--- src/hdl/rlt_regs.svh ---
// register indices, field positions, reset values and counter limits of the event timer
`ifndef RLT_REGS_SVH
`define RLT_REGS_SVH

// register indices; the byte address on the bus is four times the index
`define RLT_IDX_MODE       16'hffb4
`define RLT_IDX_COUNT      16'hffb5
`define RLT_IDX_CKSTOP     16'hfffa
`define RLT_IDX_IRQ_STAT   16'hffc0
`define RLT_IDX_IRQ_MASK   16'hffc1

// mode register fields
`define RLT_MODE_RELOAD_BIT 7
`define RLT_MODE_DIR_MSB    6
`define RLT_MODE_DIR_LSB    5
`define RLT_MODE_SRC_MSB    2
`define RLT_MODE_SRC_LSB    0
`define RLT_MODE_FIXED_ONES 8'h18
`define RLT_MODE_STORE_MASK 8'he7

// source code that selects the external event pin
`define RLT_SRC_EXTERNAL    3'h7

// module clock stop register: a zero in this bit halts the timer
`define RLT_CKSTOP_TIMER_BIT 0

// interrupt status and mask bits
`define RLT_IRQ_WRAP_BIT    0
`define RLT_IRQ_OVER_BIT    1
`define RLT_IRQ_UNDER_BIT   2
`define RLT_IRQ_USED_MASK   8'h07

// reset values
`define RLT_MODE_RST        8'h18
`define RLT_COUNT_RST       8'h00
`define RLT_RELOAD_RST      8'h00
`define RLT_CKSTOP_RST      8'hff
`define RLT_IRQ_STAT_RST    8'h00
`define RLT_IRQ_MASK_RST    8'h00

// counter limits
`define RLT_COUNT_TOP       8'hff
`define RLT_COUNT_BOTTOM    8'h00

`endif

--- src/hdl/rlt_pkg.sv ---
// shared types of the event timer
package rlt_pkg;

	// one register byte
	typedef logic [7:0] rlt_byte_t;

	// counting direction control held in the mode register
	typedef enum logic [1:0] {
		RLT_DIR_UP    = 2'b00,
		RLT_DIR_DOWN  = 2'b01,
		RLT_DIR_PIN   = 2'b10,
		RLT_DIR_PIN_B = 2'b11
	} rlt_dir_t;

endpackage

--- src/hdl/rlt_prescaler.sv ---
// free-running divider giving one-cycle tick enables for the internal sources
`timescale 1ns/1ps

module rlt_prescaler #(
	parameter int PRE_W = 13
) (
	input  wire logic       clk_sys_i,
	input  wire logic       sys_rst_i,
	input  wire logic       run_i,
	output logic      [6:0] tick_o
);

	logic [PRE_W-1:0] div_reg;

	// the taps need bits up to PRE_W-1 for the slowest source
	if (PRE_W < 13) begin : g_chk
		$error("rlt_prescaler: PRE_W must be at least 13");
	end

	//////////////////////////////////////////////////////////////////////////
	// divider: held at zero while stopped so every source restarts cleanly
	always_ff @(posedge clk_sys_i) begin
		if (sys_rst_i || !run_i) begin
			div_reg <= '0;
		end else begin
			div_reg <= div_reg + 1'b1;
		end
	end

	//////////////////////////////////////////////////////////////////////////
	// tap i divides by two to the power PRE_W-2*i
	for (genvar i = 0; i < 7; i++) begin : g_tap
		localparam int W = PRE_W - 2 * i;
		always_ff @(posedge clk_sys_i) begin
			if (sys_rst_i || !run_i) begin
				tick_o[i] <= 1'b0;
			end else begin
				tick_o[i] <= &div_reg[W-1:0];
			end
		end
	end

endmodule

--- src/hdl/rlt_pin_sync.sv ---
// three-flop synchroniser with agreement filter and rising-edge pulse per pin
`timescale 1ns/1ps

module rlt_pin_sync #(
	parameter int W = 2
) (
	input  wire logic         clk_sys_i,
	input  wire logic         sys_rst_i,
	input  wire logic [W-1:0] pin_i,
	output logic      [W-1:0] level_o,
	output logic      [W-1:0] rise_o
);

	logic [W-1:0] s1_reg;
	logic [W-1:0] s2_reg;
	logic [W-1:0] s3_reg;

	if (W < 1) begin : g_chk
		$error("rlt_pin_sync: W must be at least 1");
	end

	//////////////////////////////////////////////////////////////////////////
	// the first flop only feeds the second, so metastability stays contained
	always_ff @(posedge clk_sys_i) begin
		if (sys_rst_i) begin
			s1_reg <= '0;
			s2_reg <= '0;
			s3_reg <= '0;
		end else begin
			s1_reg <= pin_i;
			s2_reg <= s1_reg;
			s3_reg <= s2_reg;
		end
	end

	//////////////////////////////////////////////////////////////////////////
	// a change counts once flops two and three agree
	for (genvar i = 0; i < W; i++) begin : g_bit
		always_ff @(posedge clk_sys_i) begin
			if (sys_rst_i) begin
				level_o[i] <= 1'b0;
				rise_o[i]  <= 1'b0;
			end else begin
				rise_o[i] <= (s2_reg[i] == s3_reg[i]) && s3_reg[i] && !level_o[i];
				if (s2_reg[i] == s3_reg[i]) begin
					level_o[i] <= s3_reg[i];
				end
			end
		end
	end

endmodule

--- src/hdl/rlt_timer.sv ---
// reloadable 8-bit event timer with a classic wishbone register slave
`timescale 1ns/1ps
`include "rlt_regs.svh"

//////////////////////////////////////////////////////////////////////////////
// How it works
// - mode bit 7 low gives interval counting, high gives auto-reload
// - the mode register resets to 0x18
// - mode register is read/write: reload select, source select, direction control
// - 8-bit counter advances once per tick of the chosen internal or external source
// - mode bits 2 to 0 choose the counter's tick source
// - counter reads return the live value and never disturb counting
// - counting up past 0xff wraps to 0x00, or to reload value in reload mode
// - every overflow and underflow sets the timer interrupt request flag
// - one address: reads give the counter, writes go to the reload register
// - the counter resets to 0x00
// - writing a reload value loads it into the counter at once
// - in reload mode each overflow or underflow reloads the stored value
// - the reload register resets to 0x00
module rlt_timer #(
	parameter int PRE_W = 13
) (
	input  wire logic        clk_sys_i,
	input  wire logic        sys_rst_i,
	input  wire logic        wb_cyc_i,
	input  wire logic        wb_stb_i,
	input  wire logic        wb_we_i,
	input  wire logic [17:0] wb_adr_i,
	input  wire logic [3:0]  wb_sel_i,
	input  wire logic [31:0] wb_dat_i,
	output logic      [31:0] wb_dat_o,
	output logic             wb_ack_o,
	input  wire logic        event_pin_i,
	input  wire logic        direction_select_pin_i,
	output logic             wrap_o,
	output logic             irq_o
);

	//////////////////////////////////////////////////////////////////////////
	// declarations

	rlt_pkg::rlt_byte_t timer_mode_reg;
	rlt_pkg::rlt_byte_t count_value_reg;
	rlt_pkg::rlt_byte_t count_value_next;
	rlt_pkg::rlt_byte_t reload_value_reg;
	rlt_pkg::rlt_byte_t module_clock_stop_reg;
	rlt_pkg::rlt_byte_t irq_status_reg;
	rlt_pkg::rlt_byte_t irq_mask_reg;
	rlt_pkg::rlt_byte_t read_byte;
	rlt_pkg::rlt_dir_t  dir_mode;

	logic [15:0] reg_index;
	logic        bus_req;
	logic        bus_take;
	logic        bus_write;
	logic        wr_mode;
	logic        wr_reload;
	logic        wr_ckstop;
	logic        wr_irq_stat;
	logic        wr_irq_mask;
	logic        timer_run;
	logic        reload_mode;
	logic [2:0]  source_select_field;
	logic [6:0]  internal_tick;
	logic [1:0]  pin_level;
	logic [1:0]  pin_rise;
	logic        count_tick;
	logic        count_down;
	logic        overflow_hit;
	logic        underflow_hit;
	logic        timer_irq_flag;
	logic [7:0]  irq_set;

	//////////////////////////////////////////////////////////////////////////
	// wishbone front end

	// word index: byte address divided by four, bits 1:0 are ignored
	assign reg_index = wb_adr_i[17:2];

	// a request is taken once, on the edge that raises ack
	assign bus_req  = wb_cyc_i && wb_stb_i;
	assign bus_take = bus_req && !wb_ack_o;

	// only lane 0 carries data; a write without it is acked and dropped
	assign bus_write = bus_take && wb_we_i && wb_sel_i[0];

	// per-register write strobes
	assign wr_mode     = bus_write && (reg_index == `RLT_IDX_MODE);
	assign wr_reload   = bus_write && (reg_index == `RLT_IDX_COUNT);
	assign wr_ckstop   = bus_write && (reg_index == `RLT_IDX_CKSTOP);
	assign wr_irq_stat = bus_write && (reg_index == `RLT_IDX_IRQ_STAT);
	assign wr_irq_mask = bus_write && (reg_index == `RLT_IDX_IRQ_MASK);

	// ack one cycle after the request appears, dropped the cycle after
	always_ff @(posedge clk_sys_i) begin
		if (sys_rst_i) begin
			wb_ack_o <= 1'b0;
		end else begin
			wb_ack_o <= bus_take;
		end
	end

	//////////////////////////////////////////////////////////////////////////
	// read multiplexer

	// unmapped indices read as zero; reads have no side effect at all
	always_comb begin
		read_byte = 8'h00;
		unique case (reg_index)
			`RLT_IDX_MODE: begin
				read_byte = timer_mode_reg | `RLT_MODE_FIXED_ONES;
			end
			`RLT_IDX_COUNT: begin
				read_byte = count_value_reg;
			end
			`RLT_IDX_CKSTOP: begin
				read_byte = module_clock_stop_reg;
			end
			`RLT_IDX_IRQ_STAT: begin
				read_byte = irq_status_reg;
			end
			`RLT_IDX_IRQ_MASK: begin
				read_byte = irq_mask_reg;
			end
			default: begin
				read_byte = 8'h00;
			end
		endcase
	end

	// read data is captured with ack so it stands as long as ack does
	always_ff @(posedge clk_sys_i) begin
		if (sys_rst_i) begin
			wb_dat_o <= 32'h0000_0000;
		end else if (bus_take && !wb_we_i) begin
			wb_dat_o <= {24'h00_0000, read_byte};
		end
	end

	//////////////////////////////////////////////////////////////////////////
	// configuration registers

	// mode register; bits 4 and 3 are never stored, so they cannot drift
	always_ff @(posedge clk_sys_i) begin
		if (sys_rst_i) begin
			timer_mode_reg <= `RLT_MODE_RST & `RLT_MODE_STORE_MASK;
		end else if (wr_mode) begin
			timer_mode_reg <= wb_dat_i[7:0] & `RLT_MODE_STORE_MASK;
		end
	end

	// reload register, write-only from the bus side
	always_ff @(posedge clk_sys_i) begin
		if (sys_rst_i) begin
			reload_value_reg <= `RLT_RELOAD_RST;
		end else if (wr_reload) begin
			reload_value_reg <= wb_dat_i[7:0];
		end
	end

	// module clock stop; a zero in bit 0 parks the divider and the counter
	always_ff @(posedge clk_sys_i) begin
		if (sys_rst_i) begin
			module_clock_stop_reg <= `RLT_CKSTOP_RST;
		end else if (wr_ckstop) begin
			module_clock_stop_reg <= wb_dat_i[7:0];
		end
	end

	// interrupt mask, same layout as the status register
	always_ff @(posedge clk_sys_i) begin
		if (sys_rst_i) begin
			irq_mask_reg <= `RLT_IRQ_MASK_RST;
		end else if (wr_irq_mask) begin
			irq_mask_reg <= wb_dat_i[7:0] & `RLT_IRQ_USED_MASK;
		end
	end

	//////////////////////////////////////////////////////////////////////////
	// mode decode

	assign reload_mode         = timer_mode_reg[`RLT_MODE_RELOAD_BIT];
	assign source_select_field = timer_mode_reg[`RLT_MODE_SRC_MSB:`RLT_MODE_SRC_LSB];
	assign timer_run           = module_clock_stop_reg[`RLT_CKSTOP_TIMER_BIT];
	assign dir_mode = rlt_pkg::rlt_dir_t'(timer_mode_reg[`RLT_MODE_DIR_MSB:`RLT_MODE_DIR_LSB]);

	// direction: fixed by software, or handed to the direction pin
	always_comb begin
		count_down = 1'b0;
		unique case (dir_mode)
			rlt_pkg::RLT_DIR_UP: begin
				count_down = 1'b0;
			end
			rlt_pkg::RLT_DIR_DOWN: begin
				count_down = 1'b1;
			end
			rlt_pkg::RLT_DIR_PIN, rlt_pkg::RLT_DIR_PIN_B: begin
				count_down = pin_level[1]; // pin high counts down
			end
		endcase
	end

	//////////////////////////////////////////////////////////////////////////
	// tick sources

	// internal sources come from one shared divider
	rlt_prescaler #(
		.PRE_W(PRE_W)
	) u_prescaler (
		.clk_sys_i (clk_sys_i),
		.sys_rst_i (sys_rst_i),
		.run_i     (timer_run),
		.tick_o    (internal_tick)
	);

	// bit 0 is the event pin, bit 1 the direction pin; both are asynchronous
	rlt_pin_sync #(
		.W(2)
	) u_pin_sync (
		.clk_sys_i (clk_sys_i),
		.sys_rst_i (sys_rst_i),
		.pin_i     ({direction_select_pin_i, event_pin_i}),
		.level_o   (pin_level),
		.rise_o    (pin_rise)
	);

	// source select; the external event counts rising edges only
	always_comb begin
		count_tick = 1'b0;
		if (source_select_field == `RLT_SRC_EXTERNAL) begin
			count_tick = pin_rise[0];
		end else begin
			count_tick = internal_tick[source_select_field];
		end
		if (!timer_run) begin
			count_tick = 1'b0;
		end
	end

	//////////////////////////////////////////////////////////////////////////
	// counter

	assign overflow_hit  = count_tick && !count_down && (count_value_reg == `RLT_COUNT_TOP);
	assign underflow_hit = count_tick && count_down && (count_value_reg == `RLT_COUNT_BOTTOM);

	// a reload write beats a tick in the same cycle: software intent wins
	always_comb begin
		count_value_next = count_value_reg;
		if (wr_reload) begin
			count_value_next = wb_dat_i[7:0];
		end else if (overflow_hit) begin
			if (reload_mode) begin
				count_value_next = reload_value_reg;
			end else begin
				count_value_next = `RLT_COUNT_BOTTOM;
			end
		end else if (underflow_hit) begin
			if (reload_mode) begin
				count_value_next = reload_value_reg;
			end else begin
				count_value_next = `RLT_COUNT_TOP;
			end
		end else if (count_tick) begin
			if (count_down) begin
				count_value_next = count_value_reg - 8'h01;
			end else begin
				count_value_next = count_value_reg + 8'h01;
			end
		end
	end

	// counter register
	always_ff @(posedge clk_sys_i) begin
		if (sys_rst_i) begin
			count_value_reg <= `RLT_COUNT_RST;
		end else begin
			count_value_reg <= count_value_next;
		end
	end

	//////////////////////////////////////////////////////////////////////////
	// interrupts

	// wrap on a written-over counter still counts: the tick really happened
	assign timer_irq_flag = overflow_hit || underflow_hit;

	// event vector in status layout
	always_comb begin
		irq_set                     = 8'h00;
		irq_set[`RLT_IRQ_WRAP_BIT]  = timer_irq_flag;
		irq_set[`RLT_IRQ_OVER_BIT]  = overflow_hit;
		irq_set[`RLT_IRQ_UNDER_BIT] = underflow_hit;
	end

	// sticky status, write one to clear; a new event beats the clear
	always_ff @(posedge clk_sys_i) begin
		if (sys_rst_i) begin
			irq_status_reg <= `RLT_IRQ_STAT_RST;
		end else if (wr_irq_stat) begin
			irq_status_reg <= (irq_status_reg & ~wb_dat_i[7:0]) | irq_set;
		end else begin
			irq_status_reg <= irq_status_reg | irq_set;
		end
	end

	// level interrupt, one cycle behind the status it reflects
	always_ff @(posedge clk_sys_i) begin
		if (sys_rst_i) begin
			irq_o <= 1'b0;
		end else begin
			irq_o <= |(irq_status_reg & irq_mask_reg);
		end
	end

	// one-cycle pulse per wrap for neighbouring logic, ignoring the mask
	always_ff @(posedge clk_sys_i) begin
		if (sys_rst_i) begin
			wrap_o <= 1'b0;
		end else begin
			wrap_o <= timer_irq_flag;
		end
	end

endmodule

--- config.mk ---
export PLATFORM = sky130hd
export DESIGN_NAME = rlt_timer
export DESIGN_NICKNAME = d
export VERILOG_FILES = /design/src/hdl/rlt_pkg.sv /design/src/hdl/rlt_prescaler.sv /design/src/hdl/rlt_pin_sync.sv /design/src/hdl/rlt_timer.sv
export VERILOG_INCLUDE_DIRS = /design/src /design/src/hdl
export SDC_FILE = /design/constraint.sdc
export NUM_CORES = 1
export LEC_CHECK = 0
export BUFFER_PORTS_ARGS = -buffer_cell sky130_fd_sc_hd__buf_2
export CAP_MARGIN = 20
export CORE_MARGIN = 3
export CORE_UTILIZATION = 56
export CTS_BUF_LIST = sky130_fd_sc_hd__clkbuf_8
export DETAILED_ROUTE_END_ITERATION = 8
export PLACE_DENSITY = 0.83
export SLEW_MARGIN = 20
export SYNTH_ARGS = -nofsm -noshare
export SYNTH_HDL_FRONTEND = slang
export SYNTH_HIERARCHICAL = 1
export SYNTH_SLANG_ARGS = --single-unit
export TNS_END_PERCENT = 1
--- constraint.sdc ---
create_clock -name clk_sys_i -period 3.2 [get_ports clk_sys_i]
set_clock_uncertainty 0.05 [all_clocks]
set_input_delay 0.48 -clock clk_sys_i [delete_from_list [all_inputs] [get_ports clk_sys_i]]
set_output_delay 0.48 -clock clk_sys_i [all_outputs]
set_load 0.1 [all_outputs]
# After elaboration in Yosys (flattened, before gate mapping)
# Index checks and enable logic that the tools add are counted.
dict set report word_totals {
  register_bits 81
  latch_bits 0
  ramBits 0
  rom_bits 0
  input_bits 61
  out_inout_bits 35
  wordCells 93
  n_memories 0
}
dict set report classes {
  n_addsub 3
  multipliers 0
  n_div 0
  order_cmp 1
  eq_ne 12
  shifts 0
  n_mux 14
  bitwise 5
  reduce_logical 34
}
# op n
set op_table {}
lappend op_table {{$eq 16x16->1 const B} 5}
lappend op_table {{$mux 8} 8}
lappend op_table {{$pmux 8 s5} 1}
lappend op_table {{$logic_and 1x1->1} 16}
lappend op_table {{$or 8x3->8} 2}
lappend op_table {{$add 13x1->13 const B} 1}
lappend op_table {{$reduce_and 13->1} 1}
lappend op_table {{$reduce_and 11->1} 1}
lappend op_table {{$reduce_and 9->1} 1}
lappend op_table {{$add 8x1->8 const B} 1}
lappend op_table {{$and 8x3->8} 1}
lappend op_table {{$and 8x8->8} 1}
lappend op_table {{$eq 8x8->1 const B} 1}
lappend op_table {{$logic_not 8->1} 1}
lappend op_table {{$not 8->8} 1}
lappend op_table {{$reduce_or 8->1} 1}
lappend op_table {{$sub 8x1->8 const B} 1}
lappend op_table {{$reduce_and 7->1} 1}
lappend op_table {{$logic_not 1->1} 5}
lappend op_table {{$reduce_and 5->1} 1}
lappend op_table {{$eq 2x2->1 const B} 2}
lappend op_table {{$lt 3x4->1 const B} 1}
lappend op_table {{$reduce_bool 4->1} 1}
lappend op_table {{$bmux 1 s3} 1}
lappend op_table {{other kinds (9)} 13}

# Longest topological paths before layout
dict set report depth {
  depth_word 9
  mapped_depth 9
  depth_no_buf 9
}

# Hierarchy
# The synthesis kept the hierarchy.
# mod n_inst cells_each area_each_um2 seq_area_each_um2
set modules_own_cells {}
lappend modules_own_cells {rlt_timer 1 344 2980.4 1041.0}
lappend modules_own_cells {rlt_prescaler 1 78 763.2 400.4}
lappend modules_own_cells {rlt_pin_sync 1 25 326.6 200.2}

# Worst setup path after synthesis
# Ideal clock, no wire load.
dict set report synth_timing {
  kind {flip-flop to flip-flop}
  start {reg timer_mode_reg[6]}
  end {reg count_value_reg[6]}
  setup_time_ns 0.092
  t_arrival_ns 2.379
  path_slack_ns 0.679
  stages_incl_launch_ff 10
  period_less_slack_ns 2.521
  cell_sequence {dfxtp_1 mux2i_1 inv_1 ha_1 nor2b_1 o31a_1 o21a_1 o21a_1 o21a_1 o32ai_1}
}
dict set report synth_via {
  elab_chain_len 8
  word_cells_on_any_way 17
  classes_between {eq/ne (3); mux (6); reduce/logical (8)}
}
# element line_no
set synth_rtl {}
lappend synth_rtl {{start, declared} rlt_timer.sv:42} ;# rlt_pkg::rlt_byte_t timer_mode_reg;
lappend synth_rtl {{start signal, assigned} rlt_timer.sv:146} ;# timer_mode_reg <= `RLT_MODE_RST & `RLT_MODE_STORE_MASK;
lappend synth_rtl {{start signal, assigned} rlt_timer.sv:148} ;# timer_mode_reg <= wb_dat_i[7:0] & `RLT_MODE_STORE_MASK;
lappend synth_rtl {{$eq 2x2->1} rlt_timer.sv:190} ;# unique case (dir_mode)
lappend synth_rtl {{$reduce_or 2->1} rlt_timer.sv:190}
lappend synth_rtl {{$pmux 1 s3 *} rlt_timer.sv:190}
lappend synth_rtl {{$mux 8 (tied with other cells)} rlt_timer.sv:264} ;# if (count_down) begin
lappend synth_rtl {{$mux 8 (tied with other cells)} rlt_timer.sv:263} ;# end else if (count_tick) begin
lappend synth_rtl {{$mux 8 / $logic_and 1x1->1 (equally long branches)} {rlt_timer.sv:257, rlt_timer.sv:243}}
lappend synth_rtl {{$mux 8} rlt_timer.sv:251} ;# end else if (overflow_hit) begin
lappend synth_rtl {{$mux 8} rlt_timer.sv:249} ;# if (wr_reload) begin
lappend synth_rtl {{end signal, assigned} rlt_timer.sv:275} ;# count_value_reg <= `RLT_COUNT_RST;
lappend synth_rtl {{end signal, assigned} rlt_timer.sv:277} ;# count_value_reg <= count_value_next;
lappend synth_rtl {{end, declared} rlt_timer.sv:43} ;# rlt_pkg::rlt_byte_t count_value_reg;
# Every way passes the cells marked *; elsewhere a longest branch is shown, timed or not. The select of a mux whose other input is x is not followed.
# A chain may end at the register's enable or synchronous reset.

# Worst setup path in the final report
# Ends and elaborated chain as after synthesis.

==> out/summary.json <==
{
  "floorplanning": {
    "core.rowCount": 30,
    "fp.coreArea_um2": 6907,
    "floorplan_die_area_um2": 8265,
    "initial_standard_cell_utilization_of_the_core_pct": 58.46,
    "die_y_um": 90.91,
    "number_of_ports_placed_on_the_die_boundary": 96,
    "die_span_x_um": 90.91
  },
  "worst_setup_path": {
    "timing.critical_path.slowest_cell_delay_ns": 0.47,
    "crit_path_cell_trace": "mux2i_1 > inv_1 > ha_1 > nor2b_1 > o31a_1 > o21a_1 > o21a_1 > o21a_1 > o32ai_1",
    "worstPathRequired_ns": 3.40,
    "critPathLaunchType": "flip-flop",
    "worst-setup-path-type": "reg -> reg",
    "critPathMostFrequentCell": "o21a_1",
    "timing.critical_path.fanout_max": 8,
    "path_buf_inv": 1,
    "timing.critical_path.arrival_ns": 3.10,
    "family_of_cells_with_the_greatest_summed_delay_on_the_critical_path": "compound AO/OA/AOI/OAI gates",
    "setup.worst_path.end_class": "flip-flop",
    "crit_path_top_delay_cell": "mux2i_1"
  },
  "place": {
    "place_congestion": 0.8910,
    "placedInstanceArea_um2": 4233,
    "io_buffer_count": 42,
    "post-dp-hpwl_mm": 6.818,
    "placed_cell_count": 574
  },
  "layout": {
    "area_of_the_multi_input_gates_um2": 2213,
    "drive_above_1_share_pct": 18.22,
    "fin_util_pct": 64.58,
    "largest_register_ff_count": 13,
    "final_cell_count_no_fill": 590,
    "antenna-diode-count": 0,
    "area_growth_syn_to_layout_pct": 10.47,
    "layout.area.seq_um2": 1622,
    "nets": 563,
    "layout.cell_area.non_filler_um2": 4461,
    "nFillCells": 570
  },
  "route": {
    "dr.first_iter.drc_count": 296,
    "tritonroute_pass_1_iters": 6,
    "dr_total_vias": 3449,
    "drcViolationCount": 0,
    "wirelength_mm": 9.639,
    "route.detailed.wl_per_inst_um": 16.34,
    "vias_per_cell": 5.846,
    "antenna_violating_nets_post_route": 0
  },
  "worst_hold_path": {
    "worst_hold_path_type": "in -> reg"
  },
  "global_routing": {
    "maximum_number_of_pins_on_one_net_before_global_route_repair": 36,
    "globalRoute.busiestLayer": "met2",
    "gr-total-overflow": 0,
    "groute.layer.met1.usage_pct": 28.76,
    "use_met2_pct": 41.07,
    "groute.usage.overall_pct": 23.74,
    "met3_usage_pct": 4.500,
    "number_of_global_route_vias_before_repair": 3324,
    "grt_first_pass_wirelength_mm": 15.73,
    "grt_antenna_before_repair": 0
  },
  "sta": {
    "hold_violations": 0,
    "highest_clock_rate_ghz": 0.3455,
    "fin_crit_sh_pct": 90.45,
    "max-slew-margin-rel_pct": 47.73,
    "final.min_clock_period_ns": 2.894,
    "drv_slew": 0,
    "grt_setup_unrepaired": "no",
    "tightestPinTransition_ns": 0.7776,
    "finalSetupTns_ns": 0,
    "setup_violations": 0
  },
  "job": {
    "cap_violations": 0
  },
  "synth": {
    "netlist_area_um2": 4038,
    "synth-warning-count": 6,
    "netlist_instances": 445,
    "synthesis.area_per_instance_um2": 9.073
  },
  "power_and_ir_drop": {
    "switchingPower_uw": 583.3,
    "power.sequential.fraction_pct": 48.9,
    "cellInternalPower_uw": 1513,
    "leakage_uw": 0.001729,
    "power_share_of_the_combinational_group_pct": 11.0,
    "share_clk_of_total_power_pct": 40.1,
    "worst_ir_drop_vdd_v": 0.0003492,
    "total_power_uw": 2097,
    "power_density_nw_per_um2": 470.0,
    "switching_share_pct": 27.82
  },
  "cts": {
    "cts.repair_timing.setup_buffer_count": 0,
    "numCtsBuffers": 9,
    "cts.sink_count": 81,
    "holdBufCountCts": 0,
    "cts_root_buffer": "clkbuf_8",
    "post_cts.resized_instances": 0,
    "cts_tree": "built",
    "insertion_delay_ns": 0.35,
    "htree_num_levels": 3,
    "cts_buffer_depth": 2,
    "path_clk_slew_ns": 0.09
  },
  "status": {
    "status": "completed"
  }
}
## layer usage
layer | vias to the layer above | part of all wire (%)
met5 | - | 0
met4 | 0 | 2.4
met3 | 26 | 6.6
met2 | 143 | 50
met1 | 1628 | 41
li1 | 1652 | -
## worst paths after layout
kind                                        startpoint                    to  slack (ns)  cells after the start
worst min-delay path            direction_select_pin_i  u_pin_sync/s1_reg[1]        0.29                      2
worst max register to register       timer_mode_reg[6]    count_value_reg[6]        0.31                      9
worst min register to register   u_pin_sync/level_o[0]  u_pin_sync/rise_o[0]        0.39                      1
worst max-delay path                 timer_mode_reg[6]    count_value_reg[6]        0.31                      9
## cell usage in the layout, fill, tap and decap left out, drive strengths merged, types with 10 or more instances in the layout
cell / instances
conb: 24
mux2i: 24
nor2b: 11
a21oi: 29
clkbuf: 10
nor3: 15
a22oi: 12
dfxtp: 81
buf: 47
nand2: 48
nor2: 32
o21ai: 13
nand4: 10
ha: 12
## power by group through the flow
stage | combinational [uW] | clock, uW | sequential (uW)
6_report | 231 | 842 | 1020
5_1_grt | 241 | 898 | 1030
4_1_cts | 228 | 859 | 1020
3_5_place_dp | 228 | 0 | 1050
3_3_place_gp | 224 | 0 | 1050
2_1_floorplan | 188 | 0 | 1070
## cell type report
type	count	share of cell area [%]
Multi-Input combinational cell	342	49.62
Sequential cell	81	36.35
Timing Repair Buffer	47	5.554
Clock buffer	10	3.086
Tap cell	96	2.693
Clock inverter	6	2.020
Inverter	8	0.6732
## worst reg2reg max path: stages (launching register included)
cell	delay, ns
dfxtp_1	0.38
mux2i_1	0.47
inv_1	0.28
ha_1	0.38
nor2b_1	0.17
o31a_1	0.26
o21a_1	0.19
o21a_1	0.17
o21a_1	0.17
o32ai_1	0.27
## per-stage QoR
step                setup WS (ns)  hold WS [ns]
floorplan                  0.6790        0.3599
detailed placement         0.3409        0.3736
global route               0.1734        0.2904
finish                     0.3057        0.2862
global placement           0.4758        0.3686
CTS                        0.2969        0.2726
Power figures use the tool's default switching activity.
